## src/adc_serial_config_port_pkg.sv

```systemverilog
package adc_serial_config_port_pkg;

  // Instruction word layout, counted in bits of the assembled 16-bit word.
  localparam int INSTR_BITS    = 16;
  localparam int INSTR_RW_BIT  = 15;
  localparam int INSTR_WL_HI   = 14;
  localparam int INSTR_WL_LO   = 13;
  localparam int ADDR_BITS     = 13;
  localparam int BYTE_BITS     = 8;

  // Word-length codes carried in the instruction.
  localparam logic [1:0] LEN_ONE    = 2'h0;
  localparam logic [1:0] LEN_TWO    = 2'h1;
  localparam logic [1:0] LEN_THREE  = 2'h2;
  localparam logic [1:0] LEN_STREAM = 2'h3;

  // Register offsets.
  localparam logic [12:0] ADDR_PORT_CFG  = 13'h0000;
  localparam logic [12:0] ADDR_CHIP_ID   = 13'h0001;
  localparam logic [12:0] ADDR_GRADE     = 13'h0002;
  localparam logic [12:0] ADDR_INDEX     = 13'h0005;
  localparam logic [12:0] ADDR_PROG_LO   = 13'h0008;
  localparam logic [12:0] ADDR_PROG_HI   = 13'h0025;
  localparam logic [12:0] ADDR_TRANSFER  = 13'h00ff;
  localparam int          PROG_COUNT     = 30;

  // Port configuration field positions, mirrored in both nibbles.
  localparam int CFG_LSB_HI   = 6;
  localparam int CFG_RST_HI   = 5;
  localparam int CFG_RST_LO   = 2;
  localparam int CFG_LSB_LO   = 1;
  localparam int XFER_BIT     = 0;

  // Reset values.
  localparam logic [7:0] PORT_CFG_DEFAULT = 8'h18;
  localparam logic [7:0] GRADE_DEFAULT    = 8'h00;
  localparam logic [1:0] INDEX_DEFAULT    = 2'h3;
  localparam logic [7:0] PROG_DEFAULT     = 8'h00;

  // Cycles after reset release before the strap level is trusted.
  localparam logic [1:0] STRAP_SETTLE     = 2'h2;

endpackage

```

## src/adc_serial_config_port.sv

```systemverilog
// What this block does
// Frame starts: select low, then clock rise.
// Select high ignores clock and data.
// Select held low streams bytes continuously when the word-length code is streaming.
// Select high between bytes keeps place in counted frames; a streaming frame ends.
// Select high tristates data pin.
// Frame opens with 16-bit instruction.
// Word-length bits set data byte count.
// Data moves as bytes; storage byte-wide.
// Instruction bit 15 selects read/write; it is the first bit sent only in MSB-first order.
// Readback turns data pin to output.
// MSB first default; config selects LSB first.
// Clock, select inputs; data pin input on writes.
// Host keeps port idle during sampling.
// Power-on data pin level picks power-down.
// Output-enable strap high tristates outputs.
// Pin mode: pins act as static controls.
// Select tied high disables serial port.
// Host writes zeros to unused bits.
// Host never writes unpopulated locations.
// Reset loads default register values.
// Decode config, index/transfer, program ranges.
// Program writes shadowed until transfer; self-clears.
// Index bits pick channel A, B, both.
// Both selected reads channel A; globals ignore.
// Port config mirrored nibbles, default 0x18.
// Instruction: rw, two length bits, address.
// Sample on rising, drive on falling edges.
module adc_serial_config_port #(
  parameter logic [7:0] CHIP_ID = 8'h5c  // Arbitrary identification value.
) (
  input  wire logic       clk_sys_i,              // System clock, 10 MHz.
  input  wire logic       rst_n_i,                // Asynchronous reset, active low.
  input  wire logic       sclk_i,                 // Serial clock pin.
  input  wire logic       chip_select_low_n_i,    // Chip select pin, active low.
  input  wire logic       data_or_powerdown_pin_i,// Data pin level seen from outside.
  input  wire logic       output_enable_n_i,      // Output-enable strap pin, active low.
  input  wire logic [4:0] cfg_index_i,            // Program register index to observe.
  output logic            data_or_powerdown_pin_o,// Data pin drive value.
  output logic            data_pin_oe_o,          // High while the block drives the pin.
  output logic            lsb_first_o,            // Shift order, high for LSB first.
  output logic [1:0]      chan_select_o,          // Channel index bits.
  output logic            full_power_down_o,      // Converter power-down request.
  output logic            outputs_hiz_o,          // Output data drivers in high impedance.
  output logic            transfer_o,             // One-cycle pulse on shadow transfer.
  output logic [7:0]      cfg_data_a_o,           // Active channel A program register.
  output logic [7:0]      cfg_data_b_o            // Active channel B program register.
);
  import adc_serial_config_port_pkg::*;
  typedef enum logic [1:0] {ST_IDLE, ST_INSTR, ST_DATA} port_state_t;
  // Reverses the order of eight bits.
  function automatic logic [7:0] rev8(input logic [7:0] v);
    logic [7:0] r;
    for (int i = 0; i < 8; i++) begin
      r[i] = v[7 - i];
    end
    return r;
  endfunction

  // Next address of a multibyte transfer: down in MSB-first, up in LSB-first.
  function automatic logic [12:0] step_addr(input logic [12:0] a, input logic lsb);
    return lsb ? 13'(a + 13'h0001) : 13'(a - 13'h0001);
  endfunction

  // Synchroniser stages for every pin; the first stage feeds only the second.
  logic sclk_m, sclk_s, sclk_d;      // Serial clock stages and edge delay.
  logic cs_m, cs_s;                  // Chip select stages.
  logic sd_m, sd_s;                  // Data pin stages.
  logic oe_m, oe_s;                  // Output-enable strap stages.
  // Pin synchronisers.
  always_ff @(posedge clk_sys_i or negedge rst_n_i) begin
    if (!rst_n_i) begin
      sclk_m <= 1'b0;
      sclk_s <= 1'b0;
      sclk_d <= 1'b0;
      cs_m   <= 1'b1;
      cs_s   <= 1'b1;
      sd_m   <= 1'b0;
      sd_s   <= 1'b0;
      oe_m   <= 1'b0;
      oe_s   <= 1'b0;
    end else begin
      sclk_m <= sclk_i;
      sclk_s <= sclk_m;
      sclk_d <= sclk_s;
      cs_m   <= chip_select_low_n_i;
      cs_s   <= cs_m;
      sd_m   <= data_or_powerdown_pin_i;
      sd_s   <= sd_m;
      oe_m   <= output_enable_n_i;
      oe_s   <= oe_m;
    end
  end

  // Clock edges count only while select is low.
  logic rise;                        // Qualified rising serial clock edge.
  logic fall;                        // Qualified falling serial clock edge.
  assign rise = sclk_s & ~sclk_d & ~cs_s;
  assign fall = ~sclk_s & sclk_d & ~cs_s;
  port_state_t state;                // Frame position.
  logic [15:0] shreg;                // Incoming bit shifter.
  logic [15:0] next_sh;              // Shifter including the bit now sampled.
  logic [3:0]  bitcnt;               // Bit position in instruction or byte.
  logic        is_read;              // Current frame reads.
  logic [1:0]  len_code;             // Word-length code of the frame.
  logic [1:0]  bytes_done;           // Bytes finished in a counted frame.
  logic [12:0] addr;                 // Address of the current data byte.
  logic [7:0]  rd_byte;              // Byte being shifted out.
  logic [7:0]  rd_val;               // Read data for the next byte.
  logic [12:0] rd_addr;              // Address of the next byte.
  logic [15:0] instr;                // Instruction in canonical order.
  logic [7:0]  wr_byte;              // Finished data byte in canonical order.
  logic        instr_done;           // Sixteenth instruction bit sampled.
  logic        byte_done;            // Eighth data bit sampled.
  logic        last_byte;            // The byte now done ends the frame.
  logic        soft_rst;             // Soft reset written this cycle.
  logic        xfer;                 // Transfer written this cycle.
  assign next_sh    = {shreg[14:0], sd_s};
  assign instr      = lsb_first_o ? {rev8(next_sh[7:0]), rev8(next_sh[15:8])} : next_sh;
  assign wr_byte    = lsb_first_o ? rev8(next_sh[7:0]) : next_sh[7:0];
  assign instr_done = rise && state == ST_INSTR && bitcnt == 4'hf;
  assign byte_done  = rise && state == ST_DATA && bitcnt == 4'h7;
  assign last_byte  = len_code != LEN_STREAM && bytes_done == len_code;

  // Frame sequencing: instruction, then bytes until the length runs out.
  always_ff @(posedge clk_sys_i or negedge rst_n_i) begin
    if (!rst_n_i) begin
      state      <= ST_IDLE;
      bitcnt     <= '0;
      shreg      <= '0;
      is_read    <= 1'b0;
      len_code   <= LEN_ONE;
      bytes_done <= '0;
      addr       <= '0;
    end else if (cs_s) begin
      // Select high: a counted frame between bytes waits, anything else ends.
      if (!(state == ST_DATA && bitcnt == 4'h0 && len_code != LEN_STREAM)) begin
        state  <= ST_IDLE;
        bitcnt <= '0;
      end
    end else if (rise) begin
      shreg <= next_sh;
      case (state)
        ST_IDLE: begin
          state  <= ST_INSTR;
          bitcnt <= 4'h1;
        end
        ST_INSTR: begin
          bitcnt <= 4'(bitcnt + 4'h1);
          if (instr_done) begin
            state      <= ST_DATA;
            bitcnt     <= '0;
            is_read    <= instr[INSTR_RW_BIT];
            len_code   <= instr[INSTR_WL_HI:INSTR_WL_LO];
            bytes_done <= '0;
            addr       <= instr[ADDR_BITS-1:0];
          end
        end
        ST_DATA: begin
          bitcnt <= 4'(bitcnt + 4'h1);
          if (byte_done) begin
            bitcnt     <= '0;
            addr       <= step_addr(addr, lsb_first_o);
            bytes_done <= 2'(bytes_done + 2'h1);
            if (last_byte) begin
              state <= ST_IDLE;
            end else begin
              state <= ST_DATA;
            end
          end
        end
        default: begin
          state <= ST_IDLE;
        end
      endcase
    end
  end

  // Register space.
  logic [7:0] shd_a [PROG_COUNT];    // Channel A shadow copies.
  logic [7:0] shd_b [PROG_COUNT];    // Channel B shadow copies.
  logic [7:0] act_a [PROG_COUNT];    // Channel A active copies.
  logic [7:0] act_b [PROG_COUNT];    // Channel B active copies.
  logic       wr_en;                 // Data byte written this cycle.
  logic       wr_prog;               // Write lands in the program range.
  logic [4:0] wr_idx;                // Program index of the write.
  logic [4:0] rd_idx;                // Program index of the read.
  assign wr_en    = byte_done && !is_read;
  assign wr_prog  = addr >= ADDR_PROG_LO && addr <= ADDR_PROG_HI;
  assign wr_idx   = 5'(addr - ADDR_PROG_LO);
  assign soft_rst = wr_en && addr == ADDR_PORT_CFG && (wr_byte[CFG_RST_HI] | wr_byte[CFG_RST_LO]);
  assign xfer     = wr_en && addr == ADDR_TRANSFER && wr_byte[XFER_BIT];

  // Global configuration: bit order and channel index; soft reset restores both.
  always_ff @(posedge clk_sys_i or negedge rst_n_i) begin
    if (!rst_n_i) begin
      lsb_first_o   <= PORT_CFG_DEFAULT[CFG_LSB_HI];
      chan_select_o <= INDEX_DEFAULT;
    end else if (soft_rst) begin
      lsb_first_o   <= PORT_CFG_DEFAULT[CFG_LSB_HI];
      chan_select_o <= INDEX_DEFAULT;
    end else if (wr_en && addr == ADDR_PORT_CFG) begin
      lsb_first_o   <= wr_byte[CFG_LSB_HI] | wr_byte[CFG_LSB_LO];
    end else if (wr_en && addr == ADDR_INDEX) begin
      chan_select_o <= wr_byte[1:0];
    end
  end

  // Shadow and active program registers; a transfer copies all at once.
  always_ff @(posedge clk_sys_i or negedge rst_n_i) begin
    if (!rst_n_i) begin
      for (int i = 0; i < PROG_COUNT; i++) begin
        shd_a[i] <= PROG_DEFAULT;
        shd_b[i] <= PROG_DEFAULT;
        act_a[i] <= PROG_DEFAULT;
        act_b[i] <= PROG_DEFAULT;
      end
    end else if (soft_rst) begin
      for (int i = 0; i < PROG_COUNT; i++) begin
        shd_a[i] <= PROG_DEFAULT;
        shd_b[i] <= PROG_DEFAULT;
        act_a[i] <= PROG_DEFAULT;
        act_b[i] <= PROG_DEFAULT;
      end
    end else begin
      if (wr_en && wr_prog && chan_select_o[0]) begin
        shd_a[wr_idx] <= wr_byte;
      end
      if (wr_en && wr_prog && chan_select_o[1]) begin
        shd_b[wr_idx] <= wr_byte;
      end
      if (xfer) begin
        for (int i = 0; i < PROG_COUNT; i++) begin
          act_a[i] <= shd_a[i];
          act_b[i] <= shd_b[i];
        end
      end
    end
  end

  // Transfer pulse; the transfer bit itself is never stored, so it reads zero.
  always_ff @(posedge clk_sys_i or negedge rst_n_i) begin
    if (!rst_n_i) begin
      transfer_o <= 1'b0;
    end else begin
      transfer_o <= xfer;
    end
  end

  // Read value for the byte about to be shifted out.
  assign rd_addr = (state == ST_INSTR) ? instr[ADDR_BITS-1:0] : step_addr(addr, lsb_first_o);
  assign rd_idx  = 5'(rd_addr - ADDR_PROG_LO);
  always_comb begin
    rd_val = 8'h00;
    if (rd_addr == ADDR_PORT_CFG) begin
      rd_val = {1'b0, lsb_first_o, 1'b0, 2'b11, 1'b0, lsb_first_o, 1'b0};
    end else if (rd_addr == ADDR_CHIP_ID) begin
      rd_val = CHIP_ID;
    end else if (rd_addr == ADDR_GRADE) begin
      rd_val = GRADE_DEFAULT;
    end else if (rd_addr == ADDR_INDEX) begin
      rd_val = {6'h00, chan_select_o};
    end else if (rd_addr >= ADDR_PROG_LO && rd_addr <= ADDR_PROG_HI) begin
      // Channel A answers whenever its bit is set, including both set.
      rd_val = chan_select_o[0] ? shd_a[rd_idx] : shd_b[rd_idx];
    end else begin
      rd_val = 8'h00;  // Unpopulated locations read zero.
    end
  end

  // Readback shifter: loaded at each byte boundary, bits driven on falling edges.
  always_ff @(posedge clk_sys_i or negedge rst_n_i) begin
    if (!rst_n_i) begin
      rd_byte                 <= '0;
      data_or_powerdown_pin_o <= 1'b0;
      data_pin_oe_o           <= 1'b0;
    end else begin
      if (instr_done || byte_done) begin
        rd_byte <= rd_val;
      end
      if (fall && state == ST_DATA && is_read) begin
        data_or_powerdown_pin_o <= lsb_first_o ? rd_byte[bitcnt[2:0]]
                                               : rd_byte[3'(3'h7 - bitcnt[2:0])];
      end
      // Drive only in a read data phase with select low.
      data_pin_oe_o <= !cs_s && state == ST_DATA && is_read;
    end
  end

  // Strap logic: power-down level caught once after reset; OE strap followed live.
  logic [1:0] strap_cnt;             // Settling count for the synchroniser.
  logic       strap_pd;              // Captured power-down strap.
  logic       port_used;             // A frame has been seen since reset.
  always_ff @(posedge clk_sys_i or negedge rst_n_i) begin
    if (!rst_n_i) begin
      strap_cnt <= '0;
      strap_pd  <= 1'b1;
      port_used <= 1'b0;
    end else begin
      if (strap_cnt < STRAP_SETTLE) begin
        strap_cnt <= 2'(strap_cnt + 2'h1);
      end else if (strap_cnt == STRAP_SETTLE && !port_used && cs_s) begin
        strap_cnt <= 2'h3;
        strap_pd  <= sd_s;
      end
      if (rise) begin
        port_used <= 1'b1;
      end
    end
  end

  // Static control outputs.
  always_ff @(posedge clk_sys_i or negedge rst_n_i) begin
    if (!rst_n_i) begin
      full_power_down_o <= 1'b1;
      outputs_hiz_o     <= 1'b0;
    end else begin
      full_power_down_o <= !port_used && strap_pd;
      outputs_hiz_o     <= oe_s;
    end
  end

  // Observation of the active program registers.
  always_ff @(posedge clk_sys_i or negedge rst_n_i) begin
    if (!rst_n_i) begin
      cfg_data_a_o <= PROG_DEFAULT;
      cfg_data_b_o <= PROG_DEFAULT;
    end else if (cfg_index_i < 5'(PROG_COUNT)) begin
      cfg_data_a_o <= act_a[cfg_index_i];
      cfg_data_b_o <= act_b[cfg_index_i];
    end else begin
      cfg_data_a_o <= 8'h00;
      cfg_data_b_o <= 8'h00;
    end
  end

  // Checks.
  a_frame_start: assert property (@(posedge clk_sys_i) disable iff (!rst_n_i)
    (state == ST_IDLE && rise) |=> state == ST_INSTR)
    else $error("frame did not start on select low and clock rise");
  a_select_gates: assert property (@(posedge clk_sys_i) disable iff (!rst_n_i)
    cs_s |=> $stable(shreg))
    else $error("shifter moved while select high");
  a_hiz_when_idle: assert property (@(posedge clk_sys_i) disable iff (!rst_n_i)
    data_pin_oe_o |-> $past(!cs_s))
    else $error("data pin driven while select high");
  a_instr_sixteen: assert property (@(posedge clk_sys_i) disable iff (!rst_n_i)
    (state == ST_INSTR && rise && bitcnt == 4'he) |=> state == ST_INSTR)
    else $error("instruction phase ended early");
  a_length_end: assert property (@(posedge clk_sys_i) disable iff (!rst_n_i)
    (byte_done && len_code == LEN_ONE) |=> state == ST_IDLE)
    else $error("single byte frame did not end");
  a_stream_stays: assert property (@(posedge clk_sys_i) disable iff (!rst_n_i)
    (byte_done && len_code == LEN_STREAM) |=> state == ST_DATA && bitcnt == 4'h0)
    else $error("streaming frame stopped");
  a_write_no_drive: assert property (@(posedge clk_sys_i) disable iff (!rst_n_i)
    (state == ST_DATA && !is_read) |=> !data_pin_oe_o)
    else $error("data pin driven in write phase");
  a_read_turnaround: assert property (@(posedge clk_sys_i) disable iff (!rst_n_i)
    (instr_done && instr[INSTR_RW_BIT]) ##1 !cs_s |=> data_pin_oe_o)
    else $error("readback did not turn pin around");
  a_transfer_copy: assert property (@(posedge clk_sys_i) disable iff (!rst_n_i)
    (xfer && !soft_rst) |=> act_a[0] == $past(shd_a[0]) && transfer_o)
    else $error("transfer did not copy shadow");
  a_soft_reset: assert property (@(posedge clk_sys_i) disable iff (!rst_n_i)
    soft_rst |=> !lsb_first_o && chan_select_o == INDEX_DEFAULT)
    else $error("soft reset left non-default values");

endmodule

```

## config.mk

```make
export PLATFORM = sky130hd
export DESIGN_NAME = adc_serial_config_port
export DESIGN_NICKNAME = d
export VERILOG_FILES = /design/src/adc_serial_config_port_pkg.sv /design/src/adc_serial_config_port.sv
export SDC_FILE = /design/constraint.sdc
export NUM_CORES = 2
export LEC_CHECK = 0
export ABC_CLOCK_PERIOD_IN_PS = 12300
export BUFFER_PORTS_ARGS = -buffer_cell sky130_fd_sc_hd__buf_2
export CAP_MARGIN = 15
export CORE_MARGIN = 2
export CORE_UTILIZATION = 60
export DETAILED_ROUTE_END_ITERATION = 6
export PLACE_DENSITY = 0.76
export SLEW_MARGIN = 10
export SYNTH_ARGS = -nofsm -noshare
export SYNTH_HDL_FRONTEND = slang
export SYNTH_SLANG_ARGS = --single-unit
```

## constraint.sdc

```tcl
create_clock -name clk_sys_i -period 12.3 [get_ports clk_sys_i]
set_input_delay 1.23 -clock clk_sys_i [delete_from_list [all_inputs] [get_ports clk_sys_i]]
set_output_delay 1.23 -clock clk_sys_i [all_outputs]
set_load 0.02 [all_outputs]
```

== Yosys cells after proc, flatten, opt, wreduce, memory -nomap -nowiden ==
Cells that the tools add are included.
Storage, ports and cells
  flip-flop bits (word level): 1044
  latch bits: 0
  memory bits (writable): 0
  ROM bits: 0
  input port bits: 11
  output and inout port bits: 24
  word-level logic and storage cells: 317
  memories kept: 0
Operators by class
  $add $sub $neg: 8
  $mul: 0
  div/mod/pow operators: 0
  order comparisons: 12
  equality and inequality tests: 18
  shift-type cells: 0
  multiplexer cells: 67
  bitwise gates (word level): 13
  reduce and logical (&&, ||, !) cells: 50
Operators by type and width (count)
  240-bit 2-to-1 mux: 8
  240-bit bitwise mux: 2
  8-bit binary-select mux with 5-bit select: 4
  8-bit 2-to-1 mux: 18
  13-bit 2-to-1 mux: 4
  8-bit demux with 5-bit select: 1
  13-bit by 3-bit equality test with 1-bit output (second input constant): 2
  13-bit by 4-bit greater-or-equal comparator with 1-bit output (second input constant): 2
  13-bit by 6-bit less-or-equal comparator with 1-bit output (second input constant): 2
  1-bit logical AND: 26
  13-bit logical NOT: 2
  2-bit 2-to-1 mux: 13
  13-bit case mux with 2 select lines: 1
  4-bit 2-to-1 mux: 5
  6-bit greater-or-equal comparator (second input constant): 3
  5-bit inverter with 6-bit output: 3
  16-bit 2-to-1 mux: 1
  2-bit nonzero test: 8
  13-bit by 1-bit adder with 13-bit output (second input constant): 1
  13-bit by 1-bit equality test with 1-bit output (second input constant): 1
  13-bit by 2-bit equality test with 1-bit output (second input constant): 1
  13-bit by 8-bit equality test with 1-bit output (second input constant): 1
  13-bit by 1-bit subtractor with 13-bit output (second input constant): 1
  4-bit case mux with 3 select lines: 1
  other kinds (31): 57

== Longest topological paths before layout ==
  depth after elaboration: 14
  mapped depth: 19
  depth with buffers taken out: 14

== Least setup slack after synthesis ==
Ideal clock, no wire load.
  path type: flip-flop to flip-flop
  start point: reg lsb_first_o
  end point: reg rd_byte[5]
  setup time: 0.110 ns
  arrival time: 4.539 ns
  required time: 12.190 ns
  setup slack: 7.650 ns
  stages on the path, launching flop included: 18
  buffers on the path: 7
  period minus slack after synthesis: 4.650 ns
  cells stage by stage: dfrtp_1 -> buf_6 -> clkbuf_1 -> inv_1 -> ha_1 -> buf_2 -> nor4b_1 -> a221oi_1 -> nand2_1 -> inv_1 -> clkbuf_1 -> clkbuf_1 -> ha_1 -> buf_1 -> clkbuf_1 -> o41ai_1 -> a21oi_1 -> o41ai_1
Between the ends
  longest elaborated chain between the ends: 13
  elaborated cells between the ends (all ways): 24
  those cells by class: add/sub: 1; order compare: 2; eq/ne: 3; mux: 15; bitwise: 1; reduce/logical: 2
Ends and longest elaborated chain
  start, declared: line adc_serial_config_port.sv:41  | output logic lsb_first_o,
  start signal, assigned: line adc_serial_config_port.sv:197  | lsb_first_o <= PORT_CFG_DEFAULT[CFG_LSB_HI];
  start signal, assigned: line adc_serial_config_port.sv:200  | lsb_first_o <= PORT_CFG_DEFAULT[CFG_LSB_HI];
  start signal, assigned: line adc_serial_config_port.sv:203  | lsb_first_o <= wr_byte[CFG_LSB_HI] | wr_byte[CFG_LSB_LO];
  13-bit 2-to-1 mux / 16-bit 2-to-1 mux (equally long branches): line adc_serial_config_port.sv:62, adc_serial_config_port.sv:119
  13-bit 2-to-1 mux *: line adc_serial_config_port.sv:251  | assign rd_addr = (state == ST_INSTR) ? instr[ADDR_BITS-1:0] : step_addr(addr, lsb_first_o);
  5-bit by 4-bit subtractor with 5-bit output: line adc_serial_config_port.sv:252  | assign rd_idx = 5'(rd_addr - ADDR_PROG_LO);
  5-bit inverter with 6-bit output (implied by the code): line adc_serial_config_port.sv:265  | rd_val = chan_select_o[0] ? shd_a[rd_idx] : shd_b[rd_idx];
  8-bit binary-select mux with 5-bit select: line adc_serial_config_port.sv:265
  8-bit 2-to-1 mux (implied by the code) (2 in series): line adc_serial_config_port.sv:265
  8-bit 2-to-1 mux: line adc_serial_config_port.sv:265
  8-bit 2-to-1 mux: line adc_serial_config_port.sv:263  | end else if (rd_addr >= ADDR_PROG_LO && rd_addr <= ADDR_PROG_HI) begin
  8-bit 2-to-1 mux: line adc_serial_config_port.sv:261  | end else if (rd_addr == ADDR_INDEX) begin
  8-bit 2-to-1 mux: line adc_serial_config_port.sv:259  | end else if (rd_addr == ADDR_GRADE) begin
  8-bit 2-to-1 mux: line adc_serial_config_port.sv:257  | end else if (rd_addr == ADDR_CHIP_ID) begin
  8-bit 2-to-1 mux *: line adc_serial_config_port.sv:255  | if (rd_addr == ADDR_PORT_CFG) begin
  end signal, assigned: line adc_serial_config_port.sv:279  | rd_byte <= rd_val;
  end, declared: line adc_serial_config_port.sv:108  | logic [7:0] rd_byte;
Mark *: on every way between the ends. The rest lies on a longest branch, timed or not. The select of a mux whose other input is x is not followed.
A chain may end at the register's enable or synchronous reset.

== Final worst setup path ==
  start point: reg lsb_first_o
  end point: reg rd_byte[2]
Same word-level chain as after synthesis.

==> out/metrics.yaml <==
first_pass_iters: 6
vdd_drop_max_uv: 134
synth_top_area_share_pct: 52.3
multi_input_area_um2: 21600
synth_edf_count: 0
synthCells: 5377
hold_viol: 0
gp_congestion: 0.974
wl_per_cell_um: 24.5
p_total_mw: 8.16
area_delta_synth_final_pct: 8.32
core_area_um2: 82000
pwr-share-comb_pct: 14.7
dp_cells: 6069
timing.final.crit_share_pct: 52.1
status: "finished, final reports clean"
antenna_found_initial: 4
async_reset_ff_share_pct: 100
remaining_drc_errors: 0
clk_latency_ns: 0.68
ys.flop_type: "dfrtp_1"
synthesis.nets: 5407
setup.worst_path.start_class: "flop"
timing.setup.tns_ns: 0
ctsRootBufferMaster: "clkbuf_16"
cts_hold_buf: 0
cp.arrival_ns: 7.00
setup_viol: 0
track_usage_pct: 36.3
grt_max_degree: 234
cts_buffers: 108
cts-resized-gates: 0
drv_cap: 0
synth-seq-cells: 1044
path_clk_slew_ns: 0.06
cts_setup_buffers: 0
seq_power_share_pct: 42.8
synth.most_common_cell: "nand2_1"
io_pins: 35
ant_nets: 0
slew_headroom_pct: 21.1
critPathCaptureType: "flop"
clk_path_buf_depth: 3
fin_worst_skew_ns: 0.0297
internal-power_mw: 5.77
port_buffers: 34
p_leak_nw: 23.0
p_per_area_nw_per_um2: 152
dp_hpwl_um: 90100
switchingPower_mw: 2.38
vias: 41546
avgSynthCellArea_um2: 9.23
synthDistinctLibCells: 78
start_util_pct: 60.5
seqCellArea_um2: 26100
drv_slew: 0
clock-sinks: 1044
via_per_inst: 6.63
hp-class: "flop to flop"
synth_area_um2: 49600
htree_levels: 3
fmax_ghz: 0.156
period_minus_slack_ns: 6.40
synth_area_leaders: "dfrtp_1 (52%), nand2_1 (11%), mux4_2 (6.4%)"
fin_nets: 5139
die_y_um: 292
synth_top_area_cell: "dfrtp_1"
worstMarginPinSlew_ns: 1.18
grt_pass1_vias: 40218
ys_warn_count: 0
dieArea_um2: 85000
required_ns: 12.90
p_clk_share_pct: 42.5
grt_pass1_wl_um: 239000
synthTopCellsByCount: "nand2_1 (1,466), dfrtp_1 (1,038), nand3_1 (591)"
drive_gt1_share_pct: 9.58
path_max_fanout: 32
switching_share_pct: 29.2
fin_cells: 6268
die_w_um: 292
fill_cells: 6600
num_rows: 105
drtIter0Drc: 6096
grt-ovfl-total: 0
rsz0062_at_grt: "false"
wl_um: 153000
cts_tree: "done"
crit_type: "flop to flop"
yosysSeqAreaShare_pct: 52.7
cell usage in the layout, fill, tap and decap left out, drive strengths merged, types with 5 or more instances in the layout:
master	instances
nand2	1469
dfrtp	1038
nand3	591
a21oi	577
o21ai	544
clkbuf	151
mux4	144
mux2i	109
buf	91
nor2	53
mux2	38
inv	35
and3	29
clkinv	28
a31oi	26
o22ai	22
ha	18
bufinv	13
nor3	13
nor4	12
a311oi	12
o41ai	12
a32oi	11
a21o	11
o211ai	11
nor3b	11
nand2b	10
nor2b	10
nand4	8
o31ai	8
a211oi	8
xor2	7
and2	7
or3	7
dfstp	6
o311ai	6
xnor2	5
a21boi	5
per-layer routing:
layer,track usage [%],wire length [um],vias to the layer above
met5,0,23,-
li1,-,-,18134
met4,20.8,9860,4
met2,54.3,69000,2295
met3,7.82,15700,570
met1,49.8,58900,20543
registers in the layout, summed over array words and instances (netlist names), 2 cells and up:
name           count
rd_byte            8
act_b            240
strap_cnt          2
cfg_data_a_o       8
chan_select_o      2
bytes_done         2
len_code           2
shd_b            240
shreg             15
state              2
shd_a            240
act_a            240
bitcnt             4
cfg_data_b_o       8
addr              13
kinds of logic (layout without fill, tap and decap cells):
kind of cell,Yosys count,count (layout),share of synthesized area [%]
simple gates,2234,2234,19.1
fa+ha+maj,19,19,0.494
xor+xnor,12,12,0.212
flops,1044,1044,52.7
other cells,0,1,0
compound gates,1275,1275,13.8
mux,291,291,9.62
buf+inv,502,322,4.07
power by group through the flow:
stage	logic, mW	clock network (mW)	registers [mW]
floorplan	0.644	0	3.53
detailed placement	1.14	0	3.56
global route	1.23	3.64	3.49
CTS	1.15	3.49	3.49
finish	1.20	3.47	3.49
global placement	1.13	0	3.55
critical path, stage by stage (launching register included):
cell,delay [ns]
dfrtp_2,0.97
inv_1,0.58
ha_1,0.64
nor4b_1,0.28
a221oi_1,0.11
nand2_1,0.75
inv_1,0.70
nor2_2,0.92
a32oi_1,0.35
a21boi_0,0.49
o22a_1,0.24
nand3_1,0.08
a31oi_1,0.18
final cells by class:
cell class	count	area share [%]
Sequential cell	1044	48.6
Multi-Input combinational cell	3831	40.2
Antenna cell	1	0.00466
Inverter	33	0.244
Clock buffer	151	5.91
Timing Repair Buffer	91	1.35
Clock inverter	47	1.13
Tap cell	1070	2.49
through the flow:
step	setup WS (ns)	hold WS, ns	util (%)	area, um2
floorplan	7.65	0.331	-	49600
global placement	5.85	0.334	60.9	49900
detailed placement	6.19	0.338	60.9	50000
CTS	6.18	0.351	65.6	53700
global route	5.70	0.353	65.6	53800
finish	5.90	0.349	65.6	53800
worst paths after layout:
check,start,end,slack (ns),depth (start not counted)
setup / recovery,lsb_first_o,rd_byte[2],5.90,12
hold / removal,oe_m,oe_s,0.35,0
setup reg to reg,lsb_first_o,rd_byte[2],5.90,12
hold reg to reg,oe_m,oe_s,0.35,0
max in group asynchronous,rst_n_i,shd_a[91],9.27,3
min in group asynchronous,rst_n_i,shd_a[173],0.64,1
(Power assumes the default switching activity.)
